<file path="src/logic/tlb_pkg.sv">
// Package of constants and types for the DMA address translator
// Functional notes
// - 64-entry table maps 4 MB onto 64 KB pages
// - Only DMA lookups translate; processor never does
// - Bypass needs host permit and channel enable
// - Host and DMA engine both write entries
// - Pointer bit 28 picks linear or tiled
// - Linear: index bits 21:16, offset bits 15:0
// - Tiled index is bits 21:19 then 11:9
// - Tiled offset is bits 18:12 then 8:0
// - Linear window 0x0080_0000 to 0x00bf_fffc
// - Tiled window 0x1080_0000 to 0x10bf_fffc
// - Unused pointer ranges raise DMA error
// - Invalid entry raises miss, no access
// - Entry: valid b0, write b1, page 31:16
// - Old revision copies second line chroma
// - New revision keeps even lines, drops odd
// - Tiles change page every 512 by 128
// - Writes need the entry's write flag
package tlb_pkg;
  localparam int unsigned ENTRIES = 64;
  localparam int unsigned IDX_W = 6;
  localparam logic [11:0] OFF_CFG = 12'h000;
  localparam logic [11:0] OFF_CTL1 = 12'h004;
  localparam logic [11:0] OFF_CTL2 = 12'h008;
  localparam logic [11:0] OFF_STAT = 12'h00c;
  localparam logic [11:0] OFF_TLB = 12'h100;
  localparam int unsigned CFG_BYPASS_BIT = 0;
  localparam int unsigned CFG_REV_BIT = 1;
  localparam int unsigned CTL_BYPASS_BIT = 0;
  localparam int unsigned MODE_BIT = 28;
  localparam int unsigned ENT_VALID_BIT = 0;
  localparam int unsigned ENT_WRITE_BIT = 1;
  localparam logic [31:0] LIN_LO = 32'h0080_0000;
  localparam logic [31:0] LIN_HI = 32'h00bf_fffc;
  localparam logic [31:0] TIL_LO = 32'h1080_0000;
  localparam logic [31:0] TIL_HI = 32'h10bf_fffc;
  localparam logic [31:0] ERR_TOP = 32'h2000_0000;
  localparam logic [31:0] ERR_MID = 32'h1000_0000;
  localparam logic [31:0] CFG_RESET = 32'h0000_0000;

  typedef struct packed {
    logic valid;
    logic chan;
    logic write;
    logic [31:0] ptr;
  } lookup_req_t;

  typedef struct packed {
    logic valid;
    logic [31:0] paddr;
    logic miss;
    logic dma_error;
    logic denied;
  } lookup_rsp_t;

  typedef struct packed {
    logic valid;
    logic split;
    logic rev_new;
    logic odd_line;
    logic [15:0] chroma;
  } chroma_in_t;
endpackage

</file>
<file path="src/logic/tlb_ram.sv">
// Translation table storage with registered read port
`timescale 1ns/1ps
module tlb_ram
  import tlb_pkg::*;
(
  input wire logic clk,
  input wire logic we,
  input wire logic [5:0] waddr,
  input wire logic [31:0] wdata,
  input wire logic [5:0] raddr,
  output logic [31:0] rdata
);
  logic [31:0] mem [ENTRIES];

  // Contents undefined after reset
  always_ff @(posedge clk)
  begin
    if (we)
      mem[waddr] <= wdata;
    rdata <= mem[raddr];
  end
endmodule

</file>
<file path="src/logic/dma_tlb_address_translator.sv">
// DMA address translator: table, lookup, range checks, chroma pick
//
// The implementer's own choices: the placing of the registers and the APB register port.
`timescale 1ns/1ps
module dma_tlb_address_translator
(
  input wire logic clk,
  input wire logic rst_n,
  input wire logic psel,
  input wire logic penable,
  input wire logic pwrite,
  input wire logic [11:0] paddr,
  input wire logic [31:0] pwdata,
  output logic [31:0] prdata,
  output logic pready,
  output logic pslverr,
  input wire logic dma_tlb_we,
  input wire logic [5:0] dma_tlb_idx,
  input wire logic [31:0] dma_tlb_data,
  input wire tlb_pkg::lookup_req_t req,
  output tlb_pkg::lookup_rsp_t rsp,
  input wire tlb_pkg::chroma_in_t chroma_in,
  output logic chroma_we,
  output logic [15:0] chroma_data
);
  import tlb_pkg::*;

  // ***************************************
  // Register bus decode
  // ***************************************
  logic [31:0] cfg_q;
  logic ctl1_q;
  logic ctl2_q;
  logic [3:0] stat_q;
  logic [31:0] prdata_q;
  logic pready_q;
  logic pslverr_q;
  logic rd_pend_q;

  wire setup = psel && !penable;
  wire sel_cfg = paddr == OFF_CFG;
  wire sel_ctl1 = paddr == OFF_CTL1;
  wire sel_ctl2 = paddr == OFF_CTL2;
  wire sel_stat = paddr == OFF_STAT;
  wire sel_tlb = paddr[11:8] == OFF_TLB[11:8] && paddr[1:0] == 2'b00;
  wire [5:0] bus_idx = paddr[7:2];
  wire mapped = sel_cfg || sel_ctl1 || sel_ctl2 || sel_stat || sel_tlb;
  wire bus_wr = setup && pwrite && mapped;
  wire host_tlb_we = bus_wr && sel_tlb;

  // ***************************************
  // Table and its write arbitration
  // ***************************************
  wire tlb_we = host_tlb_we || dma_tlb_we;
  wire [5:0] tlb_waddr = host_tlb_we ? bus_idx : dma_tlb_idx;
  wire [31:0] tlb_wdata = host_tlb_we ? pwdata : dma_tlb_data;
  logic [31:0] tlb_rdata;
  logic [5:0] look_idx;
  wire bus_rd_tlb = setup && !pwrite && sel_tlb;
  wire [5:0] tlb_raddr = bus_rd_tlb ? bus_idx : look_idx;

  tlb_ram u_ram (
    .clk(clk),
    .we(tlb_we),
    .waddr(tlb_waddr),
    .wdata(tlb_wdata),
    .raddr(tlb_raddr),
    .rdata(tlb_rdata)
  );

  // ***************************************
  // Lookup stage one: decode the pointer
  // ***************************************
  // Only the DMA request port reaches here; no processor path exists
  wire [31:0] ptr = req.ptr;
  wire tiled = ptr[MODE_BIT];
  wire [5:0] lin_idx = ptr[21:16];
  wire [5:0] til_idx = {ptr[21:19], ptr[11:9]};
  assign look_idx = tiled ? til_idx : lin_idx;
  wire [15:0] lin_off = ptr[15:0];
  wire [15:0] til_off = {ptr[18:12], ptr[8:0]};
  wire in_lin = ptr >= LIN_LO && ptr <= LIN_HI;
  wire in_til = ptr >= TIL_LO && ptr <= TIL_HI;
  wire in_err = ptr >= ERR_TOP || ptr < LIN_LO
    || (ptr >= ERR_MID && ptr < TIL_LO);
  wire chan_byp = req.chan ? ctl2_q : ctl1_q;
  wire bypass = cfg_q[CFG_BYPASS_BIT] && chan_byp;
  // Reserved spaces count as unmapped too
  wire range_bad = !bypass && (in_err || !(in_lin || in_til));

  logic s1_valid_q;
  logic s1_bypass_q;
  logic s1_bad_q;
  logic s1_write_q;
  logic [15:0] s1_off_q;
  logic [31:0] s1_ptr_q;

  always_ff @(posedge clk)
  begin
    if (!rst_n)
      s1_valid_q <= 1'b0;
    else
      s1_valid_q <= req.valid && !bus_rd_tlb;
    s1_bypass_q <= bypass;
    s1_bad_q <= range_bad;
    s1_write_q <= req.write;
    s1_off_q <= tiled ? til_off : lin_off;
    s1_ptr_q <= ptr;
  end

  // ***************************************
  // Lookup stage two: entry check and answer
  // ***************************************
  wire ent_valid = tlb_rdata[ENT_VALID_BIT];
  wire ent_write = tlb_rdata[ENT_WRITE_BIT];
  wire [15:0] ent_page = tlb_rdata[31:16];
  wire miss_d = !s1_bypass_q && !s1_bad_q && !ent_valid;
  wire deny_d = !s1_bypass_q && !s1_bad_q && ent_valid
    && s1_write_q && !ent_write;
  wire [31:0] paddr_d = s1_bypass_q ? s1_ptr_q : {ent_page, s1_off_q};
  lookup_rsp_t rsp_q;

  always_ff @(posedge clk)
  begin
    if (!rst_n)
      rsp_q <= '0;
    else
    begin
      rsp_q.valid <= s1_valid_q;
      rsp_q.dma_error <= s1_valid_q && s1_bad_q;
      rsp_q.miss <= s1_valid_q && miss_d;
      rsp_q.denied <= s1_valid_q && deny_d;
      rsp_q.paddr <= (s1_valid_q && !s1_bad_q && !miss_d) ? paddr_d : '0;
    end
  end
  assign rsp = rsp_q;

  // ***************************************
  // Chroma decimation for 4:2:2 to 4:2:0 split
  // ***************************************
  // Old: every line written, pair second overwrites first slot
  // New: even-numbered lines kept, odd-numbered dropped
  wire keep_new = !chroma_in.odd_line;
  wire chroma_keep = chroma_in.valid && (!chroma_in.split
    || !chroma_in.rev_new || keep_new);
  logic chroma_we_q;
  logic [15:0] chroma_data_q;

  always_ff @(posedge clk)
  begin
    if (!rst_n)
    begin
      chroma_we_q <= 1'b0;
      chroma_data_q <= '0;
    end
    else
    begin
      chroma_we_q <= chroma_keep;
      chroma_data_q <= chroma_keep ? chroma_in.chroma : chroma_data_q;
    end
  end
  assign chroma_we = chroma_we_q;
  assign chroma_data = chroma_data_q;

  // ***************************************
  // Control registers and bus answer
  // ***************************************
  wire [3:0] stat_d = {rsp_q.denied, rsp_q.miss, rsp_q.dma_error,
    rsp_q.valid};
  wire [31:0] rd_mux = sel_cfg ? cfg_q
    : sel_ctl1 ? {31'h0, ctl1_q}
    : sel_ctl2 ? {31'h0, ctl2_q}
    : sel_stat ? {28'h0, stat_q} : 32'h0;

  always_ff @(posedge clk)
  begin
    if (!rst_n)
    begin
      cfg_q <= CFG_RESET;
      ctl1_q <= 1'b0;
      ctl2_q <= 1'b0;
      stat_q <= '0;
      prdata_q <= '0;
      pready_q <= 1'b0;
      pslverr_q <= 1'b0;
      rd_pend_q <= 1'b0;
    end
    else
    begin
      if (bus_wr && sel_cfg)
        cfg_q <= {30'h0, pwdata[CFG_REV_BIT], pwdata[CFG_BYPASS_BIT]};
      if (bus_wr && sel_ctl1)
        ctl1_q <= pwdata[CTL_BYPASS_BIT];
      if (bus_wr && sel_ctl2)
        ctl2_q <= pwdata[CTL_BYPASS_BIT];
      if (rsp_q.valid)
        stat_q <= stat_d;
      rd_pend_q <= bus_rd_tlb;
      // Table reads wait one cycle for the registered table port
      pready_q <= (setup && !bus_rd_tlb) || rd_pend_q;
      pslverr_q <= setup && !mapped;
      if (setup && !pwrite)
        prdata_q <= rd_mux;
      else if (rd_pend_q)
        prdata_q <= tlb_rdata;
    end
  end
  assign prdata = prdata_q;
  assign pready = pready_q;
  assign pslverr = pslverr_q;
endmodule

</file>
<file path="config.mk">
export PLATFORM = sky130hd
export DESIGN_NAME = dma_tlb_address_translator
export DESIGN_NICKNAME = d
export VERILOG_FILES = /design/src/logic/tlb_pkg.sv /design/src/logic/tlb_ram.sv /design/src/logic/dma_tlb_address_translator.sv
export SDC_FILE = /design/constraint.sdc
export NUM_CORES = 2
export LEC_CHECK = 0
export BUFFER_PORTS_ARGS = -buffer_cell sky130_fd_sc_hd__buf_4
export CAP_MARGIN = 10
export CELL_PAD_IN_SITES_DETAIL_PLACEMENT = 0
export CELL_PAD_IN_SITES_GLOBAL_PLACEMENT = 2
export CORE_ASPECT_RATIO = 1.75
export CORE_MARGIN = 1
export CORE_UTILIZATION = 50
export CTS_CLUSTER_SIZE = 10
export DETAILED_ROUTE_END_ITERATION = 12
export PLACE_DENSITY = 0.83
export SLEW_MARGIN = 40
export SYNTH_ARGS = -nofsm -noshare
export SYNTH_HDL_FRONTEND = slang
export SYNTH_HIERARCHICAL = 1
export SYNTH_SLANG_ARGS = --single-unit
</file>
<file path="constraint.sdc">
create_clock -name clk -period 5.9 [get_ports clk]
set_input_delay 0.885 -clock clk [delete_from_list [all_inputs] [get_ports clk]]
set_output_delay 0.885 -clock clk [all_outputs]
set_load 0.01 [all_outputs]
</file>
Word-level counts from Yosys, hierarchy flattened
Memory sizes are Yosys's and may differ from the RTL's. A register that Yosys moved wholly into a read port is not among the register bits.
Index checks and enable logic that the tools add are counted.
{ "totals": {"regBits": 148, "latchBits": 0, "ram_bits": 2048, "rom_bits": 0, "inputBits": 143, "out_inout_bits": 87, "word_cells": 108, "n_memories": 1} }
{ "classes": {"addsub": 0, "mul": 0, "div": 0, "magnitude_cmp": 8, "n_eq_ne": 4, "shifts": 0, "muxes": 15, "bitwise_logic": 0, "n_reduce_logical": 59} }
{ "memory_table": {"columns": ["name", "depth", "width", "read_ports", "rd_ports_with_merged_regs", "write_ports", "line", "source"], "rows": [
  ["u_ram.mem", 64, 32, 1, 1, 1, "tlb_ram.sv:13", "logic [31:0] mem [ENTRIES];"]
]} }
{ "ops": {"columns": ["cell", "n"], "rows": [
  ["$mux 32", 4],
  ["$ge 32x29->1 const B", 2],
  ["$ge 32x24->1 const B", 1],
  ["$ge 32x30->1 const B", 1],
  ["$le 32x24->1 const B", 1],
  ["$le 32x29->1 const B", 1],
  ["$lt 32x24->1 const B", 1],
  ["$lt 32x29->1 const B", 1],
  ["$logic_and 1x1->1", 29],
  ["$eq 12x4->1 const B", 2],
  ["$mux 16", 1],
  ["$mux 4", 4],
  ["$logic_not 1->1", 14],
  ["$eq 12x3->1 const B", 1],
  ["$logic_not 12->1", 1],
  ["$logic_or 1x1->1", 12],
  ["$mux 6", 2],
  ["$eq 4x1->1 const B", 1],
  ["$mux 1", 3],
  ["$mux 3", 1],
  ["$logic_not 2->1", 1],
  ["$reduce_and 2->1", 1],
  ["$reduce_bool 2->1", 1]
]} }

Longest topological paths before layout
{ "depth": {"ltp_word": 10, "ltp_mapped": 15, "depth_no_buf": 9} }

Cells and area by module
The synthesis kept the hierarchy.
{ "by_module_without_submodules": {"columns": ["module", "instances", "cells_each", "area_per_inst_um2", "seq_area_each_um2"], "rows": [
  ["tlb_ram", 1, 3324, 78515.3, 62139.6],
  ["dma_tlb_address_translator", 1, 472, 5069.9, 2782.7]
]} }

Worst setup path after synthesis
OpenSTA, ideal clock, no wires.
{ "synth_path": {"kind": "input -> register", "startpoint": "input port paddr[1]", "endpoint": "memory u_ram.mem[48][0], enable pin", "setup_ns": 0.461, "arrival_time_ns": 4.873, "required_time_ns": 5.439, "path_slack_ns": 0.566, "stages": 9, "n_path_buf": 2, "cell_sequence": "or4_4 nor2_2 nand4_1 buf_2 mux2_2 clkbuf_1 nor2b_1 nand4b_1 nor3_1"} }
{ "synth_between": {"word_cells_on_any_way": 16, "cone_classes": "3 x eq/ne; 3 x mux; 10 x reduce/logical"} }
{ "synth_rtl": {"columns": ["element", "line", "source"], "rows": [
  ["start: declaration", "dma_tlb_address_translator.sv:12", "input wire logic [11:0] paddr,"],
  ["$eq 12x3->1 or $logic_not 12->1 (tied branches)", "dma_tlb_address_translator.sv:42, dma_tlb_address_translator.sv:41", null],
  ["$logic_or 1x1->1 (4 in a row)", "dma_tlb_address_translator.sv:47", "wire mapped = sel_cfg || sel_ctl1 || sel_ctl2 || sel_stat || sel_tlb;"],
  ["$logic_and 1x1->1", "dma_tlb_address_translator.sv:48", "wire bus_wr = setup && pwrite && mapped;"],
  ["$logic_and 1x1->1 (*)", "dma_tlb_address_translator.sv:49", "wire host_tlb_we = bus_wr && sel_tlb;"],
  ["$mux 6 (*)", "dma_tlb_address_translator.sv:55", "wire [5:0] tlb_waddr = host_tlb_we ? bus_idx : dma_tlb_idx;"],
  ["named net tlb_waddr[3]", "dma_tlb_address_translator.sv:55", null],
  ["end: declaration", "tlb_ram.sv:13", null]
]} }
Mark *: on every way through the listed nets, which the timed path passes. The rest lies on a longest branch.

Worst setup path in the final report
{ "layout_path": {"startpoint": "input port paddr[0]", "endpoint": "register u_ram.rdata[4] (read register of u_ram.mem)"} }
{ "layout_between": {"elab_chain_len": 4} }
{ "layout_lines": {"columns": ["element", "line", "source"], "rows": [
  ["$logic_not 2->1", "dma_tlb_address_translator.sv:45", "wire sel_tlb = paddr[11:8] == OFF_TLB[11:8] && paddr[1:0] == 2'b00;"],
  ["$logic_and 1x1->1", "dma_tlb_address_translator.sv:45", null],
  ["$logic_and 1x1->1", "dma_tlb_address_translator.sv:59", "wire bus_rd_tlb = setup && !pwrite && sel_tlb;"],
  ["$mux 6", "dma_tlb_address_translator.sv:60", "wire [5:0] tlb_raddr = bus_rd_tlb ? bus_idx : look_idx;"],
  ["named net tlb_raddr[1]", "dma_tlb_address_translator.sv:60", null],
  ["end: declaration", "tlb_ram.sv:11", "output logic [31:0] rdata"]
]} }
The timed path passes the listed nets, and every way through them passes these cells.
A chain may end at the register's enable or synchronous reset.

==> out/qor.txt <==
HP Class: in2reg
Initial DRT Pass Iterations: 7
minimum clock period: 4.56 ns
Post-Synth Adder-Cell Area: 0
DRT iter0 DRCs: 4,669
Rel. slew slack: 0.409
Core Footprint: 0.166 sq mm
CP startpoint kind: primary input
final hold vios: 0
H-tree depth: 4
FF-to-FF setup slack: 3.49 ns
CTS Root Cell: clkbuf_16
Cell Count Post-Placement: 6,202
final setup fails: 0
fmax: 219 MHz
syn nets: 3,939
CP endpoint kind: flop
Die Wd: 311 microns
routability congestion estimate from global placement: 0.854
clk sink count: 2,219
final clock skew: 0.0549 ns
Main synth FF type: edfxtp_1
Hold-fix buffers, CTS: 0
MaxCap Viol Count: 0
post-DP HPWL: 138,000 microns
layout cells sized above 1: 0.303
sequential-to-total area share from yosys stat: 0.777
Clk Latency, worst-skew pair: 0.87 ns
number of buffers created by CTS: 247
cell accounting for the most synthesized area: edfxtp_1
top-count cell post-synth: edfxtp_1
first-pass GRT wire length: 310,000 microns
initial core utilization: 0.503
Die Y-Extent: 543 microns
final slew viol count: 0
routed len/inst: 32.8 microns
Post-DRT Antenna Nets: 0
Async SR Flop Fraction: 0
Worst Tran Pin Value: 0.862 ns
Simple-Gate Fraction of Synth Area: 0.0209
area growth from synthesis to layout: 15.5%
CP Class: in2reg
vias in the first global route: 41,815
Synth Warn #: 6
syn_area_per_cell: 22.0 sq um
post-synthesis mux area share: 0.172
die area: 0.169 sq mm
clk buf depth: 4
Post-Syn Area: 0.0836 sq mm
#FFs+latches synth: 2,219
CTS resizes: 0
CP max FO: 60
CP required: 6.59 ns
RSZ-0062 raised after global routing: no
count of cell types in the netlist: 52
main combinational cell family by area after synthesis: multiplexers
Core Rows: 198
Compound-Gate Fraction of Synth Area: 0.0178
Buffers on Ports: 229
leak pwr: 30.9 nW
status: completed
Setup TNS Final: 0 ns
detailed-route vias per instance: 6.20
post-CTS setup buffer count: 0
xor/xnor share of the synthesized area: 0
clk slew on worst S/H paths: 0.06 ns
Post-Synthesis Cells: 3,796
minimum hold slack: 0.159 ns
DR vias: 41,227
CTS tree: built
Worst EP arrival: 5.24 ns
ranking of synthesized cells by area: edfxtp_1 (74%), mux4_2 (15%), dfxtp_1 (4.1%)
overflow left after global routing: 0
wirelength, routed: 218,000 microns
DRC: 0
fin nets: 4,397
largest net degree at the start of global routing: 65
end-of-flow core utilization: 0.581
commonest cells in the netlist: edfxtp_1 (2,048), mux4_2 (544), nor2_1 (205), dfxtp_1 (171), mux2i_1 (159)
Peak VDD IR: 0.292 mV
top cell type's share of synthesized area: 0.736
IO Pins: 230
number of synthesized flops with an enable pin: 2,048
Power, Total: 0.0332 W
initial antenna violation count: 10
Post-Layout Cell Count: 6,649
PwrDens: 344 mW/mm^2
Tot GR Track Use: 0.260
period utilization: 0.772
==> registers in the layout, summed over array words and instances, names as in the netlist <==
register and cells:
u_ram/mem 2048, rsp 36, prdata 32, s1_ptr_q 32
u_ram/rdata 32, chroma_data 16, s1_off_q 7, stat_q 4
cfg_q 2, chroma_we 1, ctl1_q 1, ctl2_q 1
pready 1, pslverr 1, rd_pend_q 1, s1_bad_q 1
s1_bypass_q 1, s1_valid_q 1, s1_write_q 1
==> through the flow <==
stage / setup slack, ns / area (sq um)
6_report: 1.34 / 96500
5_1_grt: 1.30 / 96500
4_1_cts: 1.47 / 96400
3_5_place_dp: 0.608 / 89400
3_3_place_gp: 0.434 / 89300
2_1_floorplan: 0.566 / 83600
==> critical path: stages <==
cell and delay (ns):
buf_4 0.13, or4_4 0.56, nand4bb_1 0.57, nor2_1 0.36
a21oi_4 0.14, buf_16 0.24, buf_12 0.18, nor2b_1 0.72
buf_4 0.32, nand2_1 0.07, a311oi_1 0.65, buf_4 0.23
nor3_1 0.04
==> layout by cell type (no fill, tap or decap), types with 5 or more instances in the layout <==
cell type  count
clkbuf_16    250
nor2_4        62
mux2_8         5
mux2i_1      159
a311oi_1       8
buf_4        387
o22ai_1       86
a21oi_1       83
and2_1        14
edfxtp_1    2048
clkbuf_1     183
mux4_2       544
nor3_1         7
mux2_2        26
buf_12        29
o221ai_1      27
and3_1         6
nand3_1        5
nor2_1       143
mux2_4        17
diode_2        7
nand2b_1      10
a22oi_1       12
nand3b_1       7
nand4_1        8
nor2b_1       18
dfxtp_1      170
nand2_1       67
==> area by class of cell <==
class	instances	area (sq um)
tap	2200	2750
fill	11699	69700
timing repair buffer	417	3510
antenna	7	17.5
inverter	4	15.0
sequential	2219	64900
multi-input combinational	1365	18300
clock inverter	4	57.6
clock buffer	433	6940
==> path summary, 6_finish.rpt <==
check | depth (start not counted) | end | from
worst max register to register | 6 | u_ram/rdata[4] | u_ram/mem[5][4]
worst max-delay path | 13 | u_ram/rdata[4] | paddr[0]
worst min register to register | 1 | rsp[9] | s1_ptr_q[6]
worst min-delay path | 1 | s1_write_q | req[32]
==> metal layers <==
layer	wire length [microns]	vias up	track usage	share of wire
li1	-	16767	-	-
met1	75100	22059	0.308	0.34
met2	118000	2003	0.474	0.54
met3	15200	396	0.0358	0.070
met4	9960	2	0.106	0.046
met5	14	-	0	0.000064
==> report_power, final <==
part	total, W	internal (W)	switching (W)
clock network	0.0136	0.00784	0.00573
registers	0.0175	0.0173	0.000128
logic	0.00213	0.000881	0.00125
total	0.0332	0.0261	0.00711
==> cells by family (layout without fill, tap and decap cells) <==
| group | count (synthesis) | in the layout |
|---|---|---|
| DFF | 2219 | 2219 |
| muxes | 751 | 751 |
| AOI/OAI and AO/OA | 233 | 233 |
| other | 0 | 7 |
| and+or+nand+nor | 381 | 381 |
| buffers and inverters | 212 | 858 |
(Power assumes the default switching activity.)
